File: config.mk
export PLATFORM = sky130hd
export DESIGN_NAME = oscillator_trim_regs
export DESIGN_NICKNAME = d
export VERILOG_FILES = /design/src/verilog/otr_pkg.sv /design/src/verilog/otr_sync.sv /design/src/verilog/otr_reg16.sv /design/src/verilog/oscillator_trim_regs.sv
export SDC_FILE = /design/constraint.sdc
export NUM_CORES = 1
export LEC_CHECK = 0
export BUFFER_PORTS_ARGS = -buffer_cell sky130_fd_sc_hd__buf_4
export CAP_MARGIN = 20
export CORE_MARGIN = 2
export CORE_UTILIZATION = 40
export DETAILED_ROUTE_END_ITERATION = 6
export PLACE_DENSITY = 0.71
export SYNTH_ARGS = -nofsm -noshare
export SYNTH_HDL_FRONTEND = slang
export SYNTH_SLANG_ARGS = --single-unit
File: constraint.sdc
create_clock -name i_mclk -period 4.2 [get_ports i_mclk]
set_input_delay 0.21 -clock i_mclk [delete_from_list [all_inputs] [get_ports i_mclk]]
set_output_delay 0.21 -clock i_mclk [all_outputs]
set_load 0.01 [all_outputs]
File: src/verilog/otr_pkg.sv
// Constants, register map and state codes for the oscillator trim registers
package otr_pkg;

	// ==========================================
	// Bus geometry
	localparam int unsigned AW = 32;
	localparam int unsigned DW = 16;

	// ==========================================
	// Register offsets, kept exactly as printed
	localparam logic [AW-1:0] OFS_SLOW_RC = 32'h5000_0020;
	localparam logic [AW-1:0] OFS_SLOW_XTAL = 32'h5000_0022;
	localparam logic [AW-1:0] OFS_FAST_RC = 32'h5000_0024;
	localparam logic [AW-1:0] OFS_LP_RC = 32'h5000_0026;
	localparam logic [AW-1:0] OFS_REF_TRIM = 32'h0500_0028;
	localparam logic [AW-1:0] OFS_OSC_STATUS = 32'h5000_003C;

	// ==========================================
	// Field positions
	localparam int unsigned SRC_OFF_POS = 0;
	localparam int unsigned SRC_TRIM_LSB = 1;
	localparam int unsigned SX_ON_POS = 0;
	localparam int unsigned SX_RBIAS_LSB = 1;
	localparam int unsigned SX_CUR_LSB = 3;
	localparam int unsigned SX_AMPOFF_POS = 7;
	localparam int unsigned FRC_OFF_POS = 0;
	localparam int unsigned FRC_BIAS_LSB = 1;
	localparam int unsigned FRC_RANGE_LSB = 5;
	localparam int unsigned FRC_CAP_LSB = 7;
	localparam int unsigned LRC_ON_POS = 0;
	localparam int unsigned LRC_RES_POS = 1;
	localparam int unsigned LRC_CAP_LSB = 2;
	localparam int unsigned LRC_UNIT_POS = 7;
	localparam int unsigned LRC_BIAS_LSB = 8;
	localparam int unsigned REF_V_LSB = 0;
	localparam int unsigned REF_I_LSB = 5;
	localparam int unsigned ST_SLEEP_POS = 0;
	localparam int unsigned ST_FRC_POS = 1;
	localparam int unsigned ST_REFUSED_POS = 2;

	// ==========================================
	// Field reset values
	localparam logic [DW-1:0] SRC_TRIM_RST = 16'h0007;
	localparam logic [DW-1:0] SX_CUR_RST = 16'h0005;
	localparam logic [DW-1:0] SX_RBIAS_RST = 16'h0003;
	localparam logic [DW-1:0] FRC_CAP_RST = 16'h000F;
	localparam logic [DW-1:0] FRC_BIAS_RST = 16'h0007;
	localparam logic [DW-1:0] LRC_BIAS_RST = 16'h000A;
	localparam logic [DW-1:0] LRC_UNIT_RST = 16'h0001;
	localparam logic [DW-1:0] LRC_CAP_RST = 16'h001F;

	// Register resets built from the fields; all other fields reset to zero
	localparam logic [DW-1:0] SLOW_RC_RST = SRC_TRIM_RST << SRC_TRIM_LSB;
	localparam logic [DW-1:0] SLOW_XTAL_RST =
		(SX_CUR_RST << SX_CUR_LSB) | (SX_RBIAS_RST << SX_RBIAS_LSB);
	localparam logic [DW-1:0] FAST_RC_RST =
		(FRC_CAP_RST << FRC_CAP_LSB) | (FRC_BIAS_RST << FRC_BIAS_LSB);
	localparam logic [DW-1:0] LP_RC_RST = (LRC_BIAS_RST << LRC_BIAS_LSB)
		| (LRC_UNIT_RST << LRC_UNIT_POS) | (LRC_CAP_RST << LRC_CAP_LSB);
	localparam logic [DW-1:0] REF_TRIM_RST = 16'h0000;

	// Implemented bits per register
	localparam logic [DW-1:0] SLOW_RC_MASK = 16'h001F;
	localparam logic [DW-1:0] SLOW_XTAL_MASK = 16'h00FF;
	localparam logic [DW-1:0] FAST_RC_MASK = 16'h07FF;
	localparam logic [DW-1:0] LP_RC_MASK = 16'h0FFF;
	localparam logic [DW-1:0] REF_TRIM_MASK = 16'h03FF;

	// ==========================================
	// Sleep sequencer states
	typedef enum logic [2:0] {
		OTR_AWAKE = 3'h1,
		OTR_ASLEEP = 3'h2,
		OTR_WAKING = 3'h4
	} otr_state_e;

endpackage : otr_pkg

File: src/verilog/otr_sync.sv
// Two-stage synchroniser for one asynchronous level
module otr_sync (
	input wire logic i_mclk,
	input wire logic i_rst_b,
	input wire logic i_async,
	output logic o_sync
);

	logic meta_q;
	logic sync_q;

	// ==========================================
	// Stage one is read only by stage two
	always_ff @(posedge i_mclk or negedge i_rst_b) begin
		if (!i_rst_b) begin
			meta_q <= 1'b0;
			sync_q <= 1'b0;
		end else begin
			meta_q <= i_async;
			sync_q <= meta_q;
		end
	end

	assign o_sync = sync_q;

endmodule : otr_sync

File: src/verilog/otr_reg16.sv
// One sixteen-bit control register with reset value and writable mask
module otr_reg16 #(
	parameter logic [15:0] RST = 16'h0000,
	parameter logic [15:0] MASK = 16'hFFFF
) (
	input wire logic i_mclk,
	input wire logic i_rst_b,
	input wire logic i_we,
	input wire logic [15:0] i_wdata,
	output logic [15:0] o_q
);

	logic [15:0] val_q;
	logic [15:0] val_d;

	// ==========================================
	// Unmapped bits stay zero whatever is written
	always_comb begin
		val_d = val_q;
		if (i_we) begin
			val_d = i_wdata & MASK;
		end
	end

	always_ff @(posedge i_mclk or negedge i_rst_b) begin
		if (!i_rst_b) begin
			val_q <= RST & MASK;
		end else begin
			val_q <= val_d;
		end
	end

	assign o_q = val_q;

endmodule : otr_reg16

File: src/verilog/oscillator_trim_regs.sv
// Oscillator and reference trim registers with sleep gating
//
// Summary of operation
// - Slow RC trim, bits 4:1, resets to 7, zero slowest, all ones fastest.
// - Slow RC off bit 0 stops the oscillator at once; resets to zero.
// - No sleep cycle is run while the slow RC oscillator is off.
// - Slow crystal bit 7 turns amplitude regulation off; for external clock.
// - Slow crystal bias current, bits 6:3, resets to 5.
// - Slow crystal bias resistor, bits 2:1, resets to 3; 00 largest.
// - Slow crystal bit 0 turns the crystal oscillator on; resets off.
// - Fast RC capacitance adjust, bits 10:7, resets to F; higher is slower.
// - Fast RC coarse range, bits 6:5, resets to 0; codes 2 and 3 equal.
// - Fast RC off bit 0 stops it at once; also off during sleep.
// - Low-power RC bit 7 adds unit capacitance; resets to one.
// - Low-power RC capacitance adjust, bits 6:2, resets to 1F.
// - Low-power RC bit 1 picks resistance; one is minimum, more power.
// - Low-power RC bit 0 enables it; bias field 11:8 resets to A.
// - Reference current trim, bits 9:5, signed code, resets to zero.
// - Reference voltage trim, bits 4:0, signed code, resets to zero.
//
// Local design decision: strobed register access.
module oscillator_trim_regs (
	input wire logic i_mclk,
	input wire logic i_rst_b,
	input wire logic [31:0] i_addr,
	input wire logic [15:0] i_wdata,
	input wire logic i_wr,
	input wire logic i_rd,
	output logic [15:0] o_rdata,
	input wire logic i_sleep_req,
	input wire logic i_wake_req,
	input wire logic i_wakeup_pin,
	output logic [3:0] o_slow_rc_trim,
	output logic o_slow_rc_on,
	output logic o_slow_xtal_amp_reg_off,
	output logic [3:0] o_slow_xtal_bias_current,
	output logic [1:0] o_slow_xtal_bias_resistor,
	output logic o_slow_xtal_on,
	output logic [3:0] o_fast_rc_cap_adjust,
	output logic [1:0] o_fast_rc_coarse_range,
	output logic [3:0] o_fast_rc_bias,
	output logic o_fast_rc_on,
	output logic [3:0] o_lp_rc_ldo_bias,
	output logic o_lp_rc_unit_cap,
	output logic [4:0] o_lp_rc_cap_adjust,
	output logic o_lp_rc_res_adjust,
	output logic o_lp_rc_on,
	output logic [4:0] o_ref_current_trim,
	output logic [4:0] o_ref_voltage_trim,
	output logic o_sleep_active,
	output logic o_sleep_refused
);

	// ==========================================
	// Address decode helper

	// Exact match on the full address, no aliasing
	function automatic logic hit(input logic [31:0] addr, input logic [31:0] ofs);
		hit = (addr == ofs);
	endfunction : hit

	// Extract an unsigned field from a register word
	function automatic logic [15:0] fld(input logic [15:0] word, input int unsigned lsb,
			input logic [15:0] wmask);
		fld = (word >> lsb) & wmask;
	endfunction : fld

	// ==========================================
	// Declarations
	logic we_slow_rc;
	logic we_slow_xtal;
	logic we_fast_rc;
	logic we_lp_rc;
	logic we_ref;
	logic we_status;
	logic [15:0] slow_rc_q;
	logic [15:0] slow_xtal_q;
	logic [15:0] fast_rc_q;
	logic [15:0] lp_rc_q;
	logic [15:0] ref_q;
	logic [15:0] status_word;
	logic [15:0] rdata_q;
	logic [15:0] rdata_d;
	logic wake_pin_s;
	otr_pkg::otr_state_e state_q;
	otr_pkg::otr_state_e state_d;
	logic refused_q;
	logic refused_d;
	logic refuse_evt;
	logic src_off;
	logic frc_off;
	logic [1:0] range_raw;
	logic [1:0] range_eff;
	logic slow_rc_on_q;
	logic slow_rc_on_d;
	logic fast_rc_on_q;
	logic fast_rc_on_d;
	logic [1:0] range_q;
	logic refuse_pulse_q;

	// ==========================================
	// Write strobes
	// Decoded per register; a miss writes nothing
	// mapped 16-bit locations
	assign we_slow_rc = i_wr & hit(i_addr, otr_pkg::OFS_SLOW_RC);
	assign we_slow_xtal = i_wr & hit(i_addr, otr_pkg::OFS_SLOW_XTAL);
	assign we_fast_rc = i_wr & hit(i_addr, otr_pkg::OFS_FAST_RC);
	assign we_lp_rc = i_wr & hit(i_addr, otr_pkg::OFS_LP_RC);
	assign we_ref = i_wr & hit(i_addr, otr_pkg::OFS_REF_TRIM);
	assign we_status = i_wr & hit(i_addr, otr_pkg::OFS_OSC_STATUS);

	// ==========================================
	// Control registers
	// slow RC trim reset
	otr_reg16 #(
		.RST(otr_pkg::SLOW_RC_RST),
		.MASK(otr_pkg::SLOW_RC_MASK)
	) u_slow_rc (
		.i_mclk(i_mclk),
		.i_rst_b(i_rst_b),
		.i_we(we_slow_rc),
		.i_wdata(i_wdata),
		.o_q(slow_rc_q)
	);

	otr_reg16 #(
		.RST(otr_pkg::SLOW_XTAL_RST),
		.MASK(otr_pkg::SLOW_XTAL_MASK)
	) u_slow_xtal (
		.i_mclk(i_mclk),
		.i_rst_b(i_rst_b),
		.i_we(we_slow_xtal),
		.i_wdata(i_wdata),
		.o_q(slow_xtal_q)
	);

	otr_reg16 #(
		.RST(otr_pkg::FAST_RC_RST),
		.MASK(otr_pkg::FAST_RC_MASK)
	) u_fast_rc (
		.i_mclk(i_mclk),
		.i_rst_b(i_rst_b),
		.i_we(we_fast_rc),
		.i_wdata(i_wdata),
		.o_q(fast_rc_q)
	);

	otr_reg16 #(
		.RST(otr_pkg::LP_RC_RST),
		.MASK(otr_pkg::LP_RC_MASK)
	) u_lp_rc (
		.i_mclk(i_mclk),
		.i_rst_b(i_rst_b),
		.i_we(we_lp_rc),
		.i_wdata(i_wdata),
		.o_q(lp_rc_q)
	);

	otr_reg16 #(
		.RST(otr_pkg::REF_TRIM_RST),
		.MASK(otr_pkg::REF_TRIM_MASK)
	) u_ref (
		.i_mclk(i_mclk),
		.i_rst_b(i_rst_b),
		.i_we(we_ref),
		.i_wdata(i_wdata),
		.o_q(ref_q)
	);

	// ==========================================
	// Wakeup pin crossing
	// The pin is asynchronous to the bus clock
	otr_sync u_wake_sync (
		.i_mclk(i_mclk),
		.i_rst_b(i_rst_b),
		.i_async(i_wakeup_pin),
		.o_sync(wake_pin_s)
	);

	// ==========================================
	// Sleep sequencer
	// Off bits as they stand after this edge, so a stop is never delayed
	assign src_off = we_slow_rc ? i_wdata[otr_pkg::SRC_OFF_POS] : slow_rc_q[otr_pkg::SRC_OFF_POS];
	assign frc_off = we_fast_rc ? i_wdata[otr_pkg::FRC_OFF_POS] : fast_rc_q[otr_pkg::FRC_OFF_POS];

	// Sleep is timed off the slow RC, so it must be running
	// refuse sleep without slow RC
	always_comb begin
		state_d = state_q;
		refuse_evt = 1'b0;
		case (state_q)
			otr_pkg::OTR_AWAKE: begin
				if (i_sleep_req) begin
					if (src_off) begin
						refuse_evt = 1'b1;
					end else begin
						state_d = otr_pkg::OTR_ASLEEP;
					end
				end
			end
			otr_pkg::OTR_ASLEEP: begin
				if (src_off || i_wake_req || wake_pin_s) begin
					state_d = otr_pkg::OTR_WAKING;
				end
			end
			otr_pkg::OTR_WAKING: begin
				// One cycle to let the fast RC restart
				state_d = otr_pkg::OTR_AWAKE;
			end
			default: begin
				state_d = otr_pkg::OTR_AWAKE;
			end
		endcase
	end

	always_ff @(posedge i_mclk or negedge i_rst_b) begin
		if (!i_rst_b) begin
			state_q <= otr_pkg::OTR_AWAKE;
		end else begin
			state_q <= state_d;
		end
	end

	// ==========================================
	// Sticky refusal flag
	// A new refusal beats a clear in the same cycle
	always_comb begin
		refused_d = refused_q;
		if (we_status && i_wdata[otr_pkg::ST_REFUSED_POS]) begin
			refused_d = 1'b0;
		end
		if (refuse_evt) begin
			refused_d = 1'b1;
		end
	end

	always_ff @(posedge i_mclk or negedge i_rst_b) begin
		if (!i_rst_b) begin
			refused_q <= 1'b0;
		end else begin
			refused_q <= refused_d;
		end
	end

	// ==========================================
	// Oscillator run levels
	// Codes 2 and 3 are folded so the analog side sees one
	// codes 2 and 3 equal
	assign range_raw = 2'(fld(fast_rc_q, otr_pkg::FRC_RANGE_LSB, 16'h0003));
	assign range_eff = range_raw[1] ? 2'h2 : range_raw;

	always_comb begin
		slow_rc_on_d = ~src_off;
		fast_rc_on_d = ~frc_off & (state_d != otr_pkg::OTR_ASLEEP);
	end

	// Registered so analog enables never glitch
	always_ff @(posedge i_mclk or negedge i_rst_b) begin
		if (!i_rst_b) begin
			slow_rc_on_q <= 1'b1;
			fast_rc_on_q <= 1'b1;
			range_q <= 2'h0;
			refuse_pulse_q <= 1'b0;
		end else begin
			slow_rc_on_q <= slow_rc_on_d;
			fast_rc_on_q <= fast_rc_on_d;
			range_q <= range_eff;
			refuse_pulse_q <= refuse_evt;
		end
	end

	// ==========================================
	// Read path
	// Status word shows live sequencer state
	always_comb begin
		status_word = 16'h0000;
		status_word[otr_pkg::ST_SLEEP_POS] = (state_q == otr_pkg::OTR_ASLEEP);
		status_word[otr_pkg::ST_FRC_POS] = fast_rc_on_q;
		status_word[otr_pkg::ST_REFUSED_POS] = refused_q;
	end

	always_comb begin
		rdata_d = 16'h0000;
		if (i_rd) begin
			if (hit(i_addr, otr_pkg::OFS_SLOW_RC)) begin
				rdata_d = slow_rc_q;
			end else if (hit(i_addr, otr_pkg::OFS_SLOW_XTAL)) begin
				rdata_d = slow_xtal_q;
			end else if (hit(i_addr, otr_pkg::OFS_FAST_RC)) begin
				rdata_d = fast_rc_q;
			end else if (hit(i_addr, otr_pkg::OFS_LP_RC)) begin
				rdata_d = lp_rc_q;
			end else if (hit(i_addr, otr_pkg::OFS_REF_TRIM)) begin
				rdata_d = ref_q;
			end else if (hit(i_addr, otr_pkg::OFS_OSC_STATUS)) begin
				rdata_d = status_word;
			end
		end
	end

	// Data valid only in the cycle after the strobe
	always_ff @(posedge i_mclk or negedge i_rst_b) begin
		if (!i_rst_b) begin
			rdata_q <= 16'h0000;
		end else begin
			rdata_q <= rdata_d;
		end
	end

	assign o_rdata = rdata_q;

	// ==========================================
	// Analog field outputs
	// slow RC trim out
	assign o_slow_rc_trim = 4'(fld(slow_rc_q, otr_pkg::SRC_TRIM_LSB, 16'h000F));
	assign o_slow_rc_on = slow_rc_on_q;

	assign o_slow_xtal_amp_reg_off = slow_xtal_q[otr_pkg::SX_AMPOFF_POS];
	assign o_slow_xtal_bias_current =
		4'(fld(slow_xtal_q, otr_pkg::SX_CUR_LSB, 16'h000F));
	assign o_slow_xtal_bias_resistor =
		2'(fld(slow_xtal_q, otr_pkg::SX_RBIAS_LSB, 16'h0003));
	assign o_slow_xtal_on = slow_xtal_q[otr_pkg::SX_ON_POS];

	assign o_fast_rc_cap_adjust = 4'(fld(fast_rc_q, otr_pkg::FRC_CAP_LSB, 16'h000F));
	assign o_fast_rc_coarse_range = range_q;
	assign o_fast_rc_bias = 4'(fld(fast_rc_q, otr_pkg::FRC_BIAS_LSB, 16'h000F));
	assign o_fast_rc_on = fast_rc_on_q;

	assign o_lp_rc_ldo_bias = 4'(fld(lp_rc_q, otr_pkg::LRC_BIAS_LSB, 16'h000F));
	assign o_lp_rc_on = lp_rc_q[otr_pkg::LRC_ON_POS];
	assign o_lp_rc_unit_cap = lp_rc_q[otr_pkg::LRC_UNIT_POS];
	assign o_lp_rc_cap_adjust = 5'(fld(lp_rc_q, otr_pkg::LRC_CAP_LSB, 16'h001F));
	assign o_lp_rc_res_adjust = lp_rc_q[otr_pkg::LRC_RES_POS];

	// Signed two's complement codes, zero is nominal
	// current trim out
	assign o_ref_current_trim = 5'(fld(ref_q, otr_pkg::REF_I_LSB, 16'h001F));
	assign o_ref_voltage_trim = 5'(fld(ref_q, otr_pkg::REF_V_LSB, 16'h001F));

	// ==========================================
	// Sleep status outputs
	assign o_sleep_active = status_word[otr_pkg::ST_SLEEP_POS];
	assign o_sleep_refused = refuse_pulse_q;

endmodule : oscillator_trim_regs

==> results.yml <==
setup_path:
  worstPathRequired_ns: 4.45
  critPathKind: "primary input to flop"
  reg2reg_depth: 4
  r2r_slack_ns: 2.59
  start_kind: "primary input"
  cp-end-kind: "flop"
  path_max_fanout: 8
  cp.arrival_ns: 2.61
logic_synthesis:
  yosysSeqAreaShare_pct: 55.1
  yosysTopAreaCellShare_pct: 34.5
  synth_ff_type: "dfrtp_1"
  ys_types: 49
  async_flop_share_pct: 100
  syn_inst: 259
  synth_top_area_cell: "dfrtp_1"
  synth_edf_count: 0
  ys_warn_count: 0
  synthesis.area_um2: 3190
  avgSynthCellArea_um2: 12.3
  ys_ff_latch: 69
  synth_area_leaders: "dfrtp_1 (35%), dfstp_2 (21%), mux2_2 (15%), buf_4 (3.8%), a222oi_1 (2.2%)"
floorplan:
  die_h_um: 93.3
  row_count: 32
  core_area_um2: 7730
  ios: 119
  initial_core_util_pct: 41.3
  die_area_um2: 8710
  die_x_um: 93.3
power_and_ir_drop:
  leakage_nw: 2.01
  ir_drop_uv: 180
  p_comb_share_pct: 8.2
  seq_power_share_pct: 49.0
  p_sw_share_pct: 23.0
  p_int_mw: 1.10
  p_per_area_nw_per_um2: 334
  p_total_mw: 1.42
  clkPwrFrac_pct: 42.9
  p_switching_mw: 0.328
finish:
  syn_to_final_growth_pct: 33.8
  fillCellCount: 671
  final_util_pct: 55.2
  drive_gt1_share_pct: 55.6
  final_nets: 417
  antenna_cells: 0
  final_cell_count_no_fill: 469
  fin_area_um2: 4270
detailed_routing:
  drtIter0Drc: 161
  vias_per_cell: 5.36
  postRouteAntennaNets: 0
  dr.pass1.iters: 5
  num_vias: 2513
  wl_per_cell_um: 18.2
  drc: 0
  drt_wl_total_um: 8520
timing:
  setup_viol: 0
  tightest_slew_ns: 0.909
  rsz0062_at_grt: "no"
  period_share_pct: 56.4
  finalHoldViolations: 0
  fmax_mhz: 422
  final.setup.tns_ns: 0
  maxSlewViolCount: 0
  finClkSkew_ns: 0.00616
  slew_headroom_pct: 38.8
  fin_crit_ns: 2.37
place:
  placed_area_um2: 4020
  dp_hpwl_um: 6030
  placedCellCount: 451
  gp_congestion: 0.830
  io_buffers: 110
global_route:
  gr-total-overflow: 0
  grt_usage_pct: 20.7
  grt_max_degree: 70
  grt_pass1_vias: 2603
  grt_pass1_wl_um: 13500
  antenna_found_initial: 0
clock_tree:
  cts_tree: "done"
  post_cts_resized: 0
  cts.path.max_buffers: 2
  clockRootBuffer: "clkbuf_8"
  clock_sinks: 69
  clkSlewWorstSetupHoldPaths_ns: 0.07
  cts_max_level: 3
  clock_latency_ns: 0.35
  cts-buffers-inserted: 9
  post-cts-setup-buffer-count: 0
worst_hold_path:
  hold_depth: 2
  hold_path_class: "primary input to flop"
run:
  drv_cap: 0
run_status:
  status: "complete, no violations"
==> final timing paths <==
| path | from | end |
|---|---|---|
| setup reg to reg | u_lp_rc.o_q[2] | o_rdata[2] |
| hold / removal | i_wdata[11] | u_lp_rc.o_q[11] |
| max in group asynchronous | i_rst_b | u_ref.o_q[1] |
| min in group asynchronous | i_rst_b | u_lp_rc.o_q[8] |
| hold reg to reg | u_wake_sync.meta_q | u_wake_sync.o_sync |
| setup / recovery | i_addr[25] | o_rdata[0] |
==> power by group through the flow <==
stage                     Clock [mW]  Combinational (mW)  Sequential, mW
after floorplan                    0              0.0433           0.709
after global placement             0               0.112           0.708
after detailed placement           0               0.116           0.709
after CTS                      0.625               0.118           0.697
after global routing           0.655               0.128           0.700
final                          0.611               0.116           0.698
==> cell usage after synthesis (4+ instances only) <==
master     n
nand2_1   17
nor3_1     5
nor4_1     7
a222oi_1   7
buf_4     16
o21ai_0    4
dfstp_2   25
nand3_1    5
dfrtp_1   44
a211oi_1   4
a21oi_1    8
nor2_1    11
inv_1      4
and2_1     4
clkbuf_1   6
mux2_2    43
==> worst max-delay path: stages <==
cell	delay, ns
buf_4	0.11
nor4_1	0.58
nand4_1	0.48
nor3_1	0.76
a22oi_1	0.15
a221oi_1	0.32
==> per-layer routing <==
metal,track usage [%],wire [um],vias up
met4,6.74,104,0
met2,34.2,4180,115
met3,6.53,695,11
li1,-,-,1144
met1,25.8,3540,1243
met5,0,0,-
==> kinds of logic (layout without fill, tap and decap cells) <==
logic type      after synthesis  after routing  synth area share [%]
simple gates                 77             77                  14.4
flops                        69             69                  55.1
mux                          49             49                  17.3
compound gates               33             33                  7.45
buf+inv                      30            135                  5.61
other cells                   1              4                 0.118
==> cell usage in the layout, fill, tap and decap left out, types with 4 or more instances in the layout <==
| cell type | n |
|---|---|
| clkbuf_8 | 10 |
| nand3_1 | 5 |
| a211oi_1 | 4 |
| and2_1 | 4 |
| nor2_1 | 11 |
| a21oi_1 | 8 |
| mux2_2 | 43 |
| inv_1 | 4 |
| nor4_1 | 6 |
| nor3_1 | 4 |
| dfrtp_1 | 44 |
| nand2_1 | 17 |
| conb_1 | 4 |
| a222oi_1 | 7 |
| o21ai_0 | 4 |
| dfstp_2 | 25 |
| buf_4 | 112 |
==> registers in the layout, summed over array words and instances, names as in the netlist <==
name and flops:
u_slow_rc.o_q 5, o_sleep_refused 1, o_fast_rc_on 1, u_wake_sync.meta_q 1, u_lp_rc.o_q 12, o_slow_rc_on 1, refused_q 1, u_ref.o_q 10
u_wake_sync.o_sync 1, u_slow_xtal.o_q 8, state_q 3, o_rdata 12, o_fast_rc_coarse_range 2, u_fast_rc.o_q 11
==> final cells by class <==
| type | count | area [um2] | share of cell area [%] |
|---|---|---|---|
| sequential | 69 | 1760 | 41.2 |
| multi-input combinational | 163 | 1280 | 29.9 |
| timing repair buffer | 114 | 861 | 20.2 |
| clock buffer | 11 | 141 | 3.31 |
| tap | 102 | 128 | 2.99 |
| clock inverter | 5 | 83.8 | 1.96 |
| inverter | 5 | 21.3 | 0.498 |
==> metrics by stage <==
stage	setup WS, ns	hold WS [ns]
after floorplan	2.05	-0.0856
after global placement	1.57	0.320
after detailed placement	1.54	0.323
after CTS	1.89	0.0891
after global routing	1.53	0.0897
final	1.83	0.0984
==> timing repair <==
action,CTS,global route
setup endpoints to repair,0,0
hold buffers,2,0
endpoints found under the hold margin,21,0
Power figures use the tool's default switching activity.
